### src/logic/boot_select_pkg.sv
// Constants, types and helpers shared by the start-up control block.
// Assumes a single 40 MHz core clock; straps and test pins arrive unsynchronised.
//
// Behaviour
// - EPROM strap high with link strap low boots from EPROM and drives the select pin as chip select.
// - Both straps low with the select pin sampled high selects host processor booting.
// - EPROM strap low, link strap high and select pin high selects link port booting.
// - All three inputs low means no boot load and execution straight from external memory.
// - One instruction is issued per input clock cycle, with no multiplication or division.
// - Processor reset returns all logic except the test port to a known state and execution starts at the reset vector.
// - Asserting the active-low test reset returns the test state machine to reset asynchronously.
// - The test clock is asynchronous to the core clock and mode select steers the test machine.
// - Test data in shifts into the scan path whose serial output appears on test data out.
// - EPROM booting fetches its image over an 8-bit external interface.

package boot_select_pkg;

	// ------------------------------------------------------------
	// Boot modes and carriers
	// ------------------------------------------------------------
	typedef enum logic [1:0] {
		MODE_NONE  = 2'h0,
		MODE_HOST  = 2'h1,
		MODE_LINK  = 2'h3,
		MODE_EPROM = 2'h2
	} boot_mode_t;

	typedef struct packed {
		logic eprom_boot_strap;
		logic link_boot_strap;
		logic boot_memory_select;
	} strap_t;

	typedef struct packed {
		boot_mode_t mode;
		logic       reserved_combo;
		logic       loading;
		logic       running;
		logic       ext_fetch;
	} core_status_t;

	// ------------------------------------------------------------
	// Reset release timing and widths
	// ------------------------------------------------------------
	localparam logic [2:0]  RST_HOLD_CNT     = 3'h4;
	localparam logic [2:0]  STRAP_CAPTURE_CNT = 3'h3;
	localparam logic [31:0] RESET_VECTOR_DEF = 32'h0000_0000;
	localparam int          BOOT_BYTES_DEF   = 256;
	localparam int          EPROM_WIDTH      = 8;

	// ------------------------------------------------------------
	// Test access port
	// ------------------------------------------------------------
	typedef enum logic [3:0] {
		TAP_RESET  = 4'h0,
		TAP_RTI    = 4'h1,
		TAP_SEL_DR = 4'h3,
		TAP_CAP_DR = 4'h2,
		TAP_SH_DR  = 4'h6,
		TAP_EX1_DR = 4'h7,
		TAP_PA_DR  = 4'h5,
		TAP_EX2_DR = 4'h4,
		TAP_UP_DR  = 4'hC,
		TAP_SEL_IR = 4'hD,
		TAP_CAP_IR = 4'hF,
		TAP_SH_IR  = 4'hE,
		TAP_EX1_IR = 4'hA,
		TAP_PA_IR  = 4'hB,
		TAP_EX2_IR = 4'h9,
		TAP_UP_IR  = 4'h8
	} tap_state_t;

	localparam int         IR_WIDTH   = 4;
	localparam logic [3:0] IR_BYPASS  = 4'hF;
	localparam logic [3:0] IR_CAPTURE = 4'h1;

	// Strap decode; reserved combinations fall back to no boot
	function automatic boot_mode_t decode_boot(input strap_t s);
		case ({s.eprom_boot_strap, s.link_boot_strap})
			2'b10:   decode_boot = MODE_EPROM;
			2'b00:   decode_boot = s.boot_memory_select ? MODE_HOST : MODE_NONE;
			2'b01:   decode_boot = s.boot_memory_select ? MODE_LINK : MODE_NONE;
			default: decode_boot = MODE_NONE;
		endcase
	endfunction : decode_boot

	function automatic logic is_reserved(input strap_t s);
		is_reserved = (s.eprom_boot_strap & s.link_boot_strap) |
			(!s.eprom_boot_strap & s.link_boot_strap & !s.boot_memory_select);
	endfunction : is_reserved

endpackage : boot_select_pkg

### src/logic/boot_mode_reset_select.sv
// Start-up control: reset release, strap decode, boot load sequencing, fetch pacing, test port.
// Assumes straps are static, the 8-bit boot EPROM answers within one clock, and host or
// link loaders report completion on loader_done_i from the same clock.
`timescale 1ns/1ps

module boot_mode_reset_select
	import boot_select_pkg::*;
#(
	parameter logic [31:0] RESET_VECTOR = RESET_VECTOR_DEF,
	parameter int unsigned BOOT_BYTES   = BOOT_BYTES_DEF,
	parameter int unsigned ADDR_W       = $clog2(BOOT_BYTES_DEF)
) (
	input  wire logic                       ref_clk_i,
	input  wire logic                       nrst_i,
	input  wire logic                       eprom_boot_strap_i,
	input  wire logic                       link_boot_strap_i,
	input  wire logic                       boot_memory_select_i,
	output logic                            boot_memory_select_o,
	output logic                            boot_memory_select_oe_n_o,
	output logic [ADDR_W-1:0]               eprom_addr_o,
	input  wire logic [EPROM_WIDTH-1:0]     eprom_data_i,
	output logic [EPROM_WIDTH-1:0]          boot_byte_o,
	output logic                            boot_byte_valid_o,
	input  wire logic                       loader_done_i,
	output logic [31:0]                     fetch_addr_o,
	output logic                            fetch_valid_o,
	output boot_select_pkg::core_status_t   status_o,
	input  wire logic                       tck_i,
	input  wire logic                       tms_i,
	input  wire logic                       tdi_i,
	input  wire logic                       trst_n_i,
	output logic                            tdo_o
);
	import boot_select_pkg::*;

	logic [2:0]             hold_cnt_q;
	logic                   in_reset;
	logic                   capture;
	strap_t                 strap_s1_q;
	strap_t                 strap_s2_q;
	boot_mode_t             mode_d;
	boot_mode_t             mode_q;
	logic                   reserved_q;
	logic                   loading_q;
	logic                   running_q;
	logic                   load_end;
	logic                   eprom_load;
	logic [ADDR_W-1:0]      addr_q;
	logic [EPROM_WIDTH-1:0] data_s1_q;
	logic [EPROM_WIDTH-1:0] data_s2_q;
	logic [1:0]             vpipe_q;
	logic [31:0]            fetch_q;
	logic                   bms_q;
	logic                   bms_oe_n_q;
	logic                   trst_s1_q;
	logic                   tap_rst_n;
	logic [2:0]             tsync_s1_q;
	logic [2:0]             tsync_s2_q;
	logic                   tck_s3_q;

	// ------------------------------------------------------------
	// Reset release and strap capture
	// ------------------------------------------------------------
	// Asynchronous assertion, counted release so strap synchronisers fill first
	always_ff @(posedge ref_clk_i or negedge nrst_i) begin
		if (!nrst_i) begin
			hold_cnt_q <= '0;
		end else if (hold_cnt_q != RST_HOLD_CNT) begin
			hold_cnt_q <= hold_cnt_q + 3'h1;
		end
	end

	assign in_reset = (hold_cnt_q != RST_HOLD_CNT);
	assign capture  = (hold_cnt_q == STRAP_CAPTURE_CNT);

	always_ff @(posedge ref_clk_i or negedge nrst_i) begin
		if (!nrst_i) begin
			strap_s1_q <= '0;
			strap_s2_q <= '0;
		end else begin
			strap_s1_q <= '{eprom_boot_strap_i, link_boot_strap_i, boot_memory_select_i};
			strap_s2_q <= strap_s1_q;
		end
	end

	assign mode_d = decode_boot(strap_s2_q);

	// Sampled once; later strap motion is ignored, so a dynamic strap cannot switch modes
	always_ff @(posedge ref_clk_i or negedge nrst_i) begin
		if (!nrst_i) begin
			mode_q     <= MODE_NONE;
			reserved_q <= 1'b0;
		end else if (capture) begin
			mode_q     <= mode_d;
			reserved_q <= is_reserved(strap_s2_q);
		end
	end

	// ------------------------------------------------------------
	// Boot load and run sequencing
	// ------------------------------------------------------------
	assign eprom_load = loading_q && (mode_q == MODE_EPROM);
	assign load_end   = loading_q &&
		(eprom_load ? (addr_q == ADDR_W'(BOOT_BYTES - 1)) : loader_done_i);

	// Reserved straps leave the core halted rather than guess a mode
	always_ff @(posedge ref_clk_i or negedge nrst_i) begin
		if (!nrst_i) begin
			loading_q <= 1'b0;
			running_q <= 1'b0;
		end else if (capture) begin
			loading_q <= (mode_d != MODE_NONE) && !is_reserved(strap_s2_q);
			running_q <= (mode_d == MODE_NONE) && !is_reserved(strap_s2_q);
		end else if (load_end) begin
			loading_q <= 1'b0;
			running_q <= 1'b1;
		end
	end

	// Byte-wide EPROM read: address out, data back through two stages
	always_ff @(posedge ref_clk_i or negedge nrst_i) begin
		if (!nrst_i) begin
			addr_q    <= '0;
			data_s1_q <= '0;
			data_s2_q <= '0;
			vpipe_q   <= '0;
		end else begin
			if (eprom_load) begin
				addr_q <= addr_q + ADDR_W'(1);
			end
			data_s1_q <= eprom_data_i;
			data_s2_q <= data_s1_q;
			vpipe_q   <= {vpipe_q[0], eprom_load};
		end
	end

	always_ff @(posedge ref_clk_i or negedge nrst_i) begin
		if (!nrst_i) begin
			boot_byte_o       <= '0;
			boot_byte_valid_o <= 1'b0;
		end else begin
			boot_byte_o       <= data_s2_q;
			boot_byte_valid_o <= vpipe_q[1];
		end
	end

	// Select pin: only an output in EPROM mode, active-low chip select while loading
	// Chip select falls with address 0, so the first byte is never read deselected
	always_ff @(posedge ref_clk_i or negedge nrst_i) begin
		if (!nrst_i) begin
			bms_q      <= 1'b1;
			bms_oe_n_q <= 1'b1;
		end else if (capture) begin
			bms_q      <= (mode_d != MODE_EPROM);
			bms_oe_n_q <= (mode_d != MODE_EPROM);
		end else if (load_end) begin
			bms_q <= 1'b1;
		end
	end

	// ------------------------------------------------------------
	// Instruction fetch pacing
	// ------------------------------------------------------------
	// One fetch per core clock; the rate is only as steady as the clock source
	always_ff @(posedge ref_clk_i or negedge nrst_i) begin
		if (!nrst_i) begin
			fetch_q <= RESET_VECTOR;
		end else if (running_q) begin
			fetch_q <= fetch_q + 32'h0000_0001;
		end
	end

	assign eprom_addr_o              = addr_q;
	assign fetch_addr_o              = fetch_q;
	assign fetch_valid_o             = running_q;
	assign boot_memory_select_o      = bms_q;
	assign boot_memory_select_oe_n_o = bms_oe_n_q;
	assign status_o = '{mode_q, reserved_q, loading_q, running_q,
		running_q && (mode_q == MODE_NONE)};

	// ------------------------------------------------------------
	// Test port synchronisation
	// ------------------------------------------------------------
	// Test reset asserts at once and releases through two stages
	always_ff @(posedge ref_clk_i or negedge trst_n_i) begin
		if (!trst_n_i) begin
			trst_s1_q <= 1'b0;
			tap_rst_n <= 1'b0;
		end else begin
			trst_s1_q <= 1'b1;
			tap_rst_n <= trst_s1_q;
		end
	end

	// Test clock is sampled, so it must stay well below a quarter of the core clock
	always_ff @(posedge ref_clk_i or negedge tap_rst_n) begin
		if (!tap_rst_n) begin
			tsync_s1_q <= '0;
			tsync_s2_q <= '0;
			tck_s3_q   <= 1'b0;
		end else begin
			tsync_s1_q <= {tck_i, tms_i, tdi_i};
			tsync_s2_q <= tsync_s1_q;
			tck_s3_q   <= tsync_s2_q[2];
		end
	end

	test_access_port #(
		.SCAN_LEN ($bits(strap_t))
	) u_tap (
		.clk_i      (ref_clk_i),
		.rst_n_i    (tap_rst_n),
		.tck_rise_i (tsync_s2_q[2] && !tck_s3_q),
		.tck_fall_i (!tsync_s2_q[2] && tck_s3_q),
		.tms_i      (tsync_s2_q[1]),
		.tdi_i      (tsync_s2_q[0]),
		.pins_i     (strap_s2_q),
		.tdo_o      (tdo_o),
		.state_o    ()
	);
endmodule : boot_mode_reset_select

### src/logic/test_access_port.sv
// Test state machine with instruction register, bypass and boundary scan path.
// Assumes tck edges arrive as one-cycle strobes already synchronised to clk_i.
`timescale 1ns/1ps

module test_access_port
	import boot_select_pkg::*;
#(
	parameter int unsigned SCAN_LEN = 3
) (
	input  wire logic                  clk_i,
	input  wire logic                  rst_n_i,
	input  wire logic                  tck_rise_i,
	input  wire logic                  tck_fall_i,
	input  wire logic                  tms_i,
	input  wire logic                  tdi_i,
	input  wire logic [SCAN_LEN-1:0]   pins_i,
	output logic                       tdo_o,
	output boot_select_pkg::tap_state_t state_o
);
	import boot_select_pkg::*;

	tap_state_t           state_q;
	logic [IR_WIDTH-1:0]  ir_q;
	logic [IR_WIDTH-1:0]  ir_sh_q;
	logic [SCAN_LEN-1:0]  scan_q;
	logic                 byp_q;
	logic                 bypass_sel;

	function automatic tap_state_t tap_next(input tap_state_t s, input logic m);
		case (s)
			TAP_RESET:  tap_next = m ? TAP_RESET  : TAP_RTI;
			TAP_RTI:    tap_next = m ? TAP_SEL_DR : TAP_RTI;
			TAP_SEL_DR: tap_next = m ? TAP_SEL_IR : TAP_CAP_DR;
			TAP_CAP_DR: tap_next = m ? TAP_EX1_DR : TAP_SH_DR;
			TAP_SH_DR:  tap_next = m ? TAP_EX1_DR : TAP_SH_DR;
			TAP_EX1_DR: tap_next = m ? TAP_UP_DR  : TAP_PA_DR;
			TAP_PA_DR:  tap_next = m ? TAP_EX2_DR : TAP_PA_DR;
			TAP_EX2_DR: tap_next = m ? TAP_UP_DR  : TAP_SH_DR;
			TAP_UP_DR:  tap_next = m ? TAP_SEL_DR : TAP_RTI;
			TAP_SEL_IR: tap_next = m ? TAP_RESET  : TAP_CAP_IR;
			TAP_CAP_IR: tap_next = m ? TAP_EX1_IR : TAP_SH_IR;
			TAP_SH_IR:  tap_next = m ? TAP_EX1_IR : TAP_SH_IR;
			TAP_EX1_IR: tap_next = m ? TAP_UP_IR  : TAP_PA_IR;
			TAP_PA_IR:  tap_next = m ? TAP_EX2_IR : TAP_PA_IR;
			TAP_EX2_IR: tap_next = m ? TAP_UP_IR  : TAP_SH_IR;
			TAP_UP_IR:  tap_next = m ? TAP_SEL_DR : TAP_RTI;
			default:    tap_next = TAP_RESET;
		endcase
	endfunction : tap_next

	assign bypass_sel = (ir_q == IR_BYPASS);
	assign state_o    = state_q;

	// ------------------------------------------------------------
	// State machine
	// ------------------------------------------------------------
	always_ff @(posedge clk_i or negedge rst_n_i) begin
		if (!rst_n_i) begin
			state_q <= TAP_RESET;
		end else if (tck_rise_i) begin
			state_q <= tap_next(state_q, tms_i);
		end
	end

	// ------------------------------------------------------------
	// Instruction register
	// ------------------------------------------------------------
	always_ff @(posedge clk_i or negedge rst_n_i) begin
		if (!rst_n_i) begin
			ir_sh_q <= '0;
			ir_q    <= IR_BYPASS;
		end else if (tck_rise_i) begin
			case (state_q)
				TAP_RESET:  ir_q    <= IR_BYPASS;
				TAP_CAP_IR: ir_sh_q <= IR_CAPTURE;
				TAP_SH_IR:  ir_sh_q <= {tdi_i, ir_sh_q[IR_WIDTH-1:1]};
				TAP_UP_IR:  ir_q    <= ir_sh_q;
				default:    ir_q    <= ir_q;
			endcase
		end
	end

	// ------------------------------------------------------------
	// Data path: bypass bit or boundary scan
	// ------------------------------------------------------------
	always_ff @(posedge clk_i or negedge rst_n_i) begin
		if (!rst_n_i) begin
			scan_q <= '0;
			byp_q  <= 1'b0;
		end else if (tck_rise_i) begin
			if (state_q == TAP_CAP_DR) begin
				scan_q <= pins_i;
				byp_q  <= 1'b0;
			end else if (state_q == TAP_SH_DR) begin
				if (bypass_sel) begin
					byp_q <= tdi_i;
				end else begin
					scan_q <= {tdi_i, scan_q[SCAN_LEN-1:1]};
				end
			end
		end
	end

	// Output changes on the falling test clock so the far end samples it settled
	always_ff @(posedge clk_i or negedge rst_n_i) begin
		if (!rst_n_i) begin
			tdo_o <= 1'b0;
		end else if (tck_fall_i) begin
			if (state_q == TAP_SH_IR) begin
				tdo_o <= ir_sh_q[0];
			end else if (state_q == TAP_SH_DR) begin
				tdo_o <= bypass_sel ? byp_q : scan_q[0];
			end
		end
	end
endmodule : test_access_port

### config.mk
export PLATFORM = sky130hd
export DESIGN_NAME = boot_mode_reset_select
export DESIGN_NICKNAME = d
export VERILOG_FILES = /design/src/logic/boot_select_pkg.sv /design/src/logic/boot_mode_reset_select.sv /design/src/logic/test_access_port.sv
export SDC_FILE = /design/constraint.sdc
export NUM_CORES = 1
export LEC_CHECK = 0
export ABC_AREA = 0
export BUFFER_PORTS_ARGS = -buffer_cell sky130_fd_sc_hd__buf_2
export CORE_ASPECT_RATIO = 1.4
export CORE_MARGIN = 2
export CORE_UTILIZATION = 35
export CTS_CLUSTER_SIZE = 12
export DETAILED_ROUTE_END_ITERATION = 12
export REMOVE_ABC_BUFFERS = 1
export SYNTH_ARGS = -nofsm -noshare
export SYNTH_HDL_FRONTEND = slang
export SYNTH_SLANG_ARGS = --single-unit
### constraint.sdc
create_clock -name ref_clk_i -period 1.3 [get_ports ref_clk_i]
set_input_delay 0.195 -clock ref_clk_i [delete_from_list [all_inputs] [get_ports ref_clk_i]]
set_output_delay 0.195 -clock ref_clk_i [all_outputs]
set_load 0.02 [all_outputs]
* After elaboration in Yosys (flattened, before gate mapping)
Cells that the tools add are included.
** Cells by class
- Mux-type cells :: 33
- Bitwise operators :: 4
- Reductions and logical operators :: 31
- Equal/unequal tests :: 24
- $add $sub $neg :: 3
** Operators by type and width (number)
- one-hot mux 4 bit (12 select lines) :: 1
- == test 4 bit (second input constant) :: 9
- adder 32 x 1 -> 32 bit (second input constant) :: 1
- == test 4 x 3 -> 1 bit (second input constant) :: 4
- two-way mux 1 bit :: 16
- two-way mux 4 bit :: 4
- one-hot mux 4 bit (2 select lines) :: 2
- two-way mux 3 bit :: 5
- nonzero test 2 bit :: 7
- adder 8 x 1 -> 8 bit (second input constant) :: 1
- == test 4 x 2 -> 1 bit (second input constant) :: 2
- == test 8 bit (second input constant) :: 1
- two-way mux 2 bit :: 4
- logical AND 1 bit :: 7
- zero test 2 bit :: 3
- one-hot mux 2 bit (3 select lines) :: 1
- AND reduction 2 bit :: 3
- AND reduction 3 bit :: 2
- zero test 1 bit :: 5
- == test 2 bit (second input constant) :: 2
- == test 4 x 1 -> 1 bit (second input constant) :: 1
- zero test 4 bit :: 1
- != test 2 bit (second input constant) :: 2
- OR reduction 2 bit :: 2
- other kinds (7) :: 9
** Word-level totals
- Bits in registers :: 109
- Output and inout port bits :: 59
- Logic and storage cells :: 126
- Input port bits :: 18

* Logic depth before layout (Yosys ltp)
- Depth after elaboration :: 7
- Depth in mapped cells :: 6
- Depth with buffers taken out :: 5

* By module
Synthesis repeated with hierarchy kept, for this count alone.
** Unflattened totals
- Cell total of the unflattened synthesis :: 355
- Area total of the unflattened synthesis :: 4401.7 µm²
** By module, submodules not included
- boot_mode_reset_select :: instances 1, cells an instance 253, seq. area each 2304.7 µm², area each 3364.5 µm²
- test_access_port :: instances 1, cells an instance 102, seq. area each 430.4 µm², area each 1037.2 µm²

* Least setup slack after synthesis
No wires, ideal clock.
- Kind :: register to register
- Start :: reg fetch_q[0] (netlist: fetch_addr_o[0])
- End :: reg fetch_q[22] (netlist: fetch_addr_o[22])
- Cell stages (with the launch flop) :: 6
- Library setup time :: 0.130 ns
- Path slack :: -0.322 ns
- Data arrival time :: 1.492 ns
- Clock period less this slack :: 1.622 ns
- Path through :: dfrtp_1 ha_1 nand4_2 nor4_1 nand4_1 xnor2_1
** On the way
- Word-level cells in the longest chain between the ends :: 1
** RTL lines
- start: declaration :: line boot_mode_reset_select.sv:52 : logic [31:0] fetch_q;
- start signal: assignment :: line boot_mode_reset_select.sv:169 : fetch_q <= fetch_q + 32'h0000_0001;
- adder 32 x 1 -> 32 bit :: line boot_mode_reset_select.sv:169
No other way between the ends.
A chain may end at the register's enable or synchronous reset.

* Worst setup path after layout
- Start :: reg fetch_q[10] (netlist: fetch_addr_o[10])
- End :: reg fetch_q[28] (netlist: fetch_addr_o[28])
The elaborated chain is that of the path after synthesis.

==> run summary <==
The count of endpoints failing hold in the final timing report came out at 0. The checks that failed: negative setup slack. The number of max-slew violations in the final report is 0.

In the synthesized netlist the async set-or-reset flop fraction comes to 100%. For the number of DRC violations after detailed-routing iteration 0, the log shows 114. In the detailed route, the total length drawn on met2 is 6010 um. On the final layout, the worst hold slack is 0.0179 ns. In this run the clock root is driven by a clkbuf_16.

The signal on the critical path passes through nand4_4 > buf_6 > nor4_4 > buf_4 > nand3_2 > xnor2_1. The reg-to-reg critical path startpoint was fetch_addr_o[10]. The endpoint of the worst-slack reg-to-reg timing path was fetch_addr_o[28].

Before CTS, the worst setup slack after placement is -0.250 ns. The via density per instance came out at 4.91. The run gives 0 as the initial antenna violation count. The run gives 0.35 ns as the later-pin clock latency in the skew report. CTS saw 109 sinks. Setup slack on the worst reg-to-reg path comes out at -0.20 ns. Dividing the final minimum period by the clock period gives 116%.

The first detailed-routing pass ran for 4 iterations. Number of port buffers: 76. The tools report the startpoint kind of the worst setup timing path as a flop.

The most used flip-flop cell after synthesis is dfrtp_1. At the worst endpoint, the required time is 1.54 ns. In the global route stage, overall resource usage came out at 16.4%.

A synthesized cell averages 12.4 um^2. Counting along the longest clock path gives a buffer depth of 2. For this run the aggregate overflow at the end of global routing stands at 0. The via count of the first global-routing pass is 3644.

Library cell contributing the largest single delay on the critical path: dfrtp_1. Entering global routing, the biggest net connects 43 pins. Relative to the synthesized area, the layout overhead comes to 59.5%.

The flow ran to the end, but the final reports show violations. After clock tree synthesis, the clock-pin slew on the worst setup and hold paths is 0.08 ns. Endpoint class of the critical path: a flop. Summed over all cells, the static leakage comes to 3.46 nW. The clock tree synthesis step divided the H-tree into 3 levels.

Dividing total power by cell area gives a power density of 1530 nW/um^2. The met1 wire length was 4330 um. The global-route wire length before repair was 17400 um; the initial core utilization was 35.4%. The clock skew after layout is 0.00973 ns. After the last flow step, the layout net total stands at 585.

Top metal layer carrying routed signals: met4. The number of enable-type register cells in the synthesized netlist was 0. The run gives 48 as the number of cell rows.

The final routed wire length divided by cell count is 15.5 um. The type of the worst setup path is flop to flop. The synthesized design contains 109 register bits. Core area: 12300 um^2.

The number of antenna repair diodes is 0, and the share of the synthesized area in the top cell type is 59.3%. The y dimension of the die was 136 um. The vias after detailed routing was 3524. Synthesis produced a netlist whose cell count is 349. VDD sags by at most 810 uV.

After synthesis the cells add up to 4340 um^2. The worst register-to-register path has a depth of 6. By area the synthesized netlist is led by dfrtp_1 (59%), xnor2_1 (4.2%), dfstp_2 (3.6%).

The largest single stage delay on the critical path is 0.40 ns. For the worst setup slack after layout, the log shows -0.204 ns. From left edge to right edge, the die measures 98.1 um. The share of synthesized area occupied by flip-flops and latches is 63.0%. The number of violations of the max-capacitance limit is 0, and the number of warnings issued by yosys is 0. The worst path needs 1.50 ns of the cycle, external delays included. Wire segments on met3 add up to 431 um in the final route.

Setup repair after global routing could not meet its margin everywhere. For this design the top-level I/O count stands at 77. The largest fanout on the critical path is 5, and the arrival time reported for the critical path endpoint is 1.74 ns. The final antenna-violating net count was 0; the total of endpoints with negative setup slack in the final report was 44. The worst hold path belongs to the class flop to asynchronous set/reset pin. After detailed routing, the number of remaining DRC violations is 0. The synthesized netlist contains 53 unique library cells. The weighted congestion reported at the end of routability-driven placement was 0.838.

TritonCTS built the clock tree. The share of post-route cells with drive strength above 1 is 53.8%, and the total routed wirelength is 11100 um. Buffers inserted during clock tree synthesis total 9. The floorplan step defined a die boundary enclosing 13300 um^2.

After legalization and detailed placement, the total HPWL measured 6890 um. Based on the critical path, the design can be clocked at up to 665 MHz. Counting the fill cells in the layout gives 1033.

Summed over all instances, the cell type with the most area after synthesis is dfrtp_1.
-- through the flow --
step	util, %	area, um^2	setup TNS, ns	cells	power, W
2_1_floorplan	-	4290	-8.94	338	0.00535
3_3_place_gp	44.6	5470	-3.78	644	0.00641
3_5_place_dp	44.6	5470	-5.06	644	0.00649
4_1_cts	52.7	6460	-3.90	696	0.0100
5_1_grt	56.5	6930	-7.60	717	0.0111
6_report	56.5	6930	-4.43	717	0.0106
-- cell usage in the layout, fill, tap and decap left out, types with 3 or more instances in the layout --
cell,Yosys,routed
dfrtp_1,103,97
buf_4,3,91
buf_2,4,61
buf_6,0,43
nand2_1,25,21
xor2_1,18,18
xnor2_1,21,17
dlygate4sd3_1,0,16
inv_1,13,13
o21ai_0,13,9
nor2_1,21,9
nand3_2,0,9
clkbuf_16,0,9
nor4_4,1,8
mux2i_1,7,7
a21oi_1,9,7
nor2_2,0,7
nand4_1,7,7
nand3_1,17,6
dfstp_2,6,6
dfrtp_2,0,6
nand3b_1,5,5
nor2_4,0,5
and4_4,0,4
o21ai_1,0,4
nor3_2,1,4
xnor2_2,0,4
o22ai_1,4,3
and3_1,5,3
a31oi_1,4,3
nand4_4,1,3
clkinv_8,0,3
-- power by group --
group | internal [W] | total [W] | switching [W]
clock | 0.00139 | 0.00281 | 0.00142
combinational | 0.00196 | 0.00357 | 0.00161
sequential | 0.00386 | 0.00423 | 0.000377
total | 0.00721 | 0.0106 | 0.00340
-- cell families after synthesis --
logic type	count (synthesis)	share of synthesized area, %
buf+inv	24	2.45
fa+ha+maj	5	1.44
xor+xnor	39	7.87
simple gates	118	16.2
mux	10	2.39
other cells	1	0.0863
compound gates	43	6.57
flops	109	63.0
-- critical path, delay by kind of cell, from the launching register on --
kind                      cells  cell delay [ns]
and+or+nand+nor               3             0.51
buffers and inverters         2             0.34
DFF                           1             0.40
xor gates and xnor gates      1             0.14
-- worst max path at each step --
stage | cells past startpoint | slack (ns) | endpoint | startpoint
2_1_floorplan | 4 | -0.36 | fetch_addr_o[22] | fetch_valid_o
3_3_place_gp | 3 | -0.23 | u_tap.tdo_o | u_tap.state_o[1]
3_5_place_dp | 3 | -0.25 | u_tap.tdo_o | u_tap.state_o[1]
4_1_cts | 4 | -0.20 | fetch_addr_o[29] | fetch_addr_o[13]
5_1_grt | 5 | -0.30 | fetch_addr_o[23] | fetch_addr_o[1]
6_report | 6 | -0.20 | fetch_addr_o[28] | fetch_addr_o[10]
-- sequential cells by signal (all words and copies together) (netlist names), 2 cells and up --
signal and count:
strap_s1_q 3, vpipe_q 2, u_tap.scan_q 3, tsync_s2_q 3, hold_cnt_q 3, mode_q 2
boot_byte_o 8, strap_s2_q 3, tsync_s1_q 3, fetch_addr_o 32, data_s2_q 8, eprom_addr_o 8
u_tap.state_o 4, u_tap.ir_q 4, data_s1_q 8, u_tap.ir_sh_q 4
-- Yosys cell counts, types with 5 or more instances --
| cell type | n |
|---|---|
| and4_1 | 5 |
| o21ai_0 | 13 |
| ha_1 | 5 |
| nand2_1 | 25 |
| nand3_1 | 17 |
| nor2_1 | 21 |
| xnor2_1 | 21 |
| nor4_1 | 5 |
| a21oi_1 | 9 |
| nand4_1 | 7 |
| dfrtp_1 | 103 |
| inv_1 | 13 |
| dfstp_2 | 6 |
| nand3b_1 | 5 |
| mux2i_1 | 7 |
| and3_1 | 5 |
| xor2_1 | 18 |
-- cell type report --
type / count / area [um^2] / area share (%)
Inverter: 13 / 48.8 / 0.705
Tap cell: 150 / 188 / 2.71
Timing Repair Buffer: 213 / 1670 / 24.2
Clock buffer: 9 / 225 / 3.25
Multi-Input combinational cell: 216 / 1960 / 28.3
Clock inverter: 7 / 88.8 / 1.28
Sequential cell: 109 / 2740 / 39.6
-- layer usage --
metal | global-route usage [%] | vias up
li1 | - | 1652
met1 | 19.1 | 1743
met2 | 28.7 | 104
met3 | 3.20 | 25
met4 | 8.22 | 0
met5 | 0 | -
-- repair_timing --
item | CTS | global route
setup buffers | 18 | 23
resized for setup | 82 | 82
pin swaps | 40 | 40
endpoints found under the hold margin | 39 | 0
setup endpoints to repair | 49 | 62
hold buffers | 16 | 0
gates cloned | 2 | 0
Note: power is estimated with default switching activity, not from simulation.
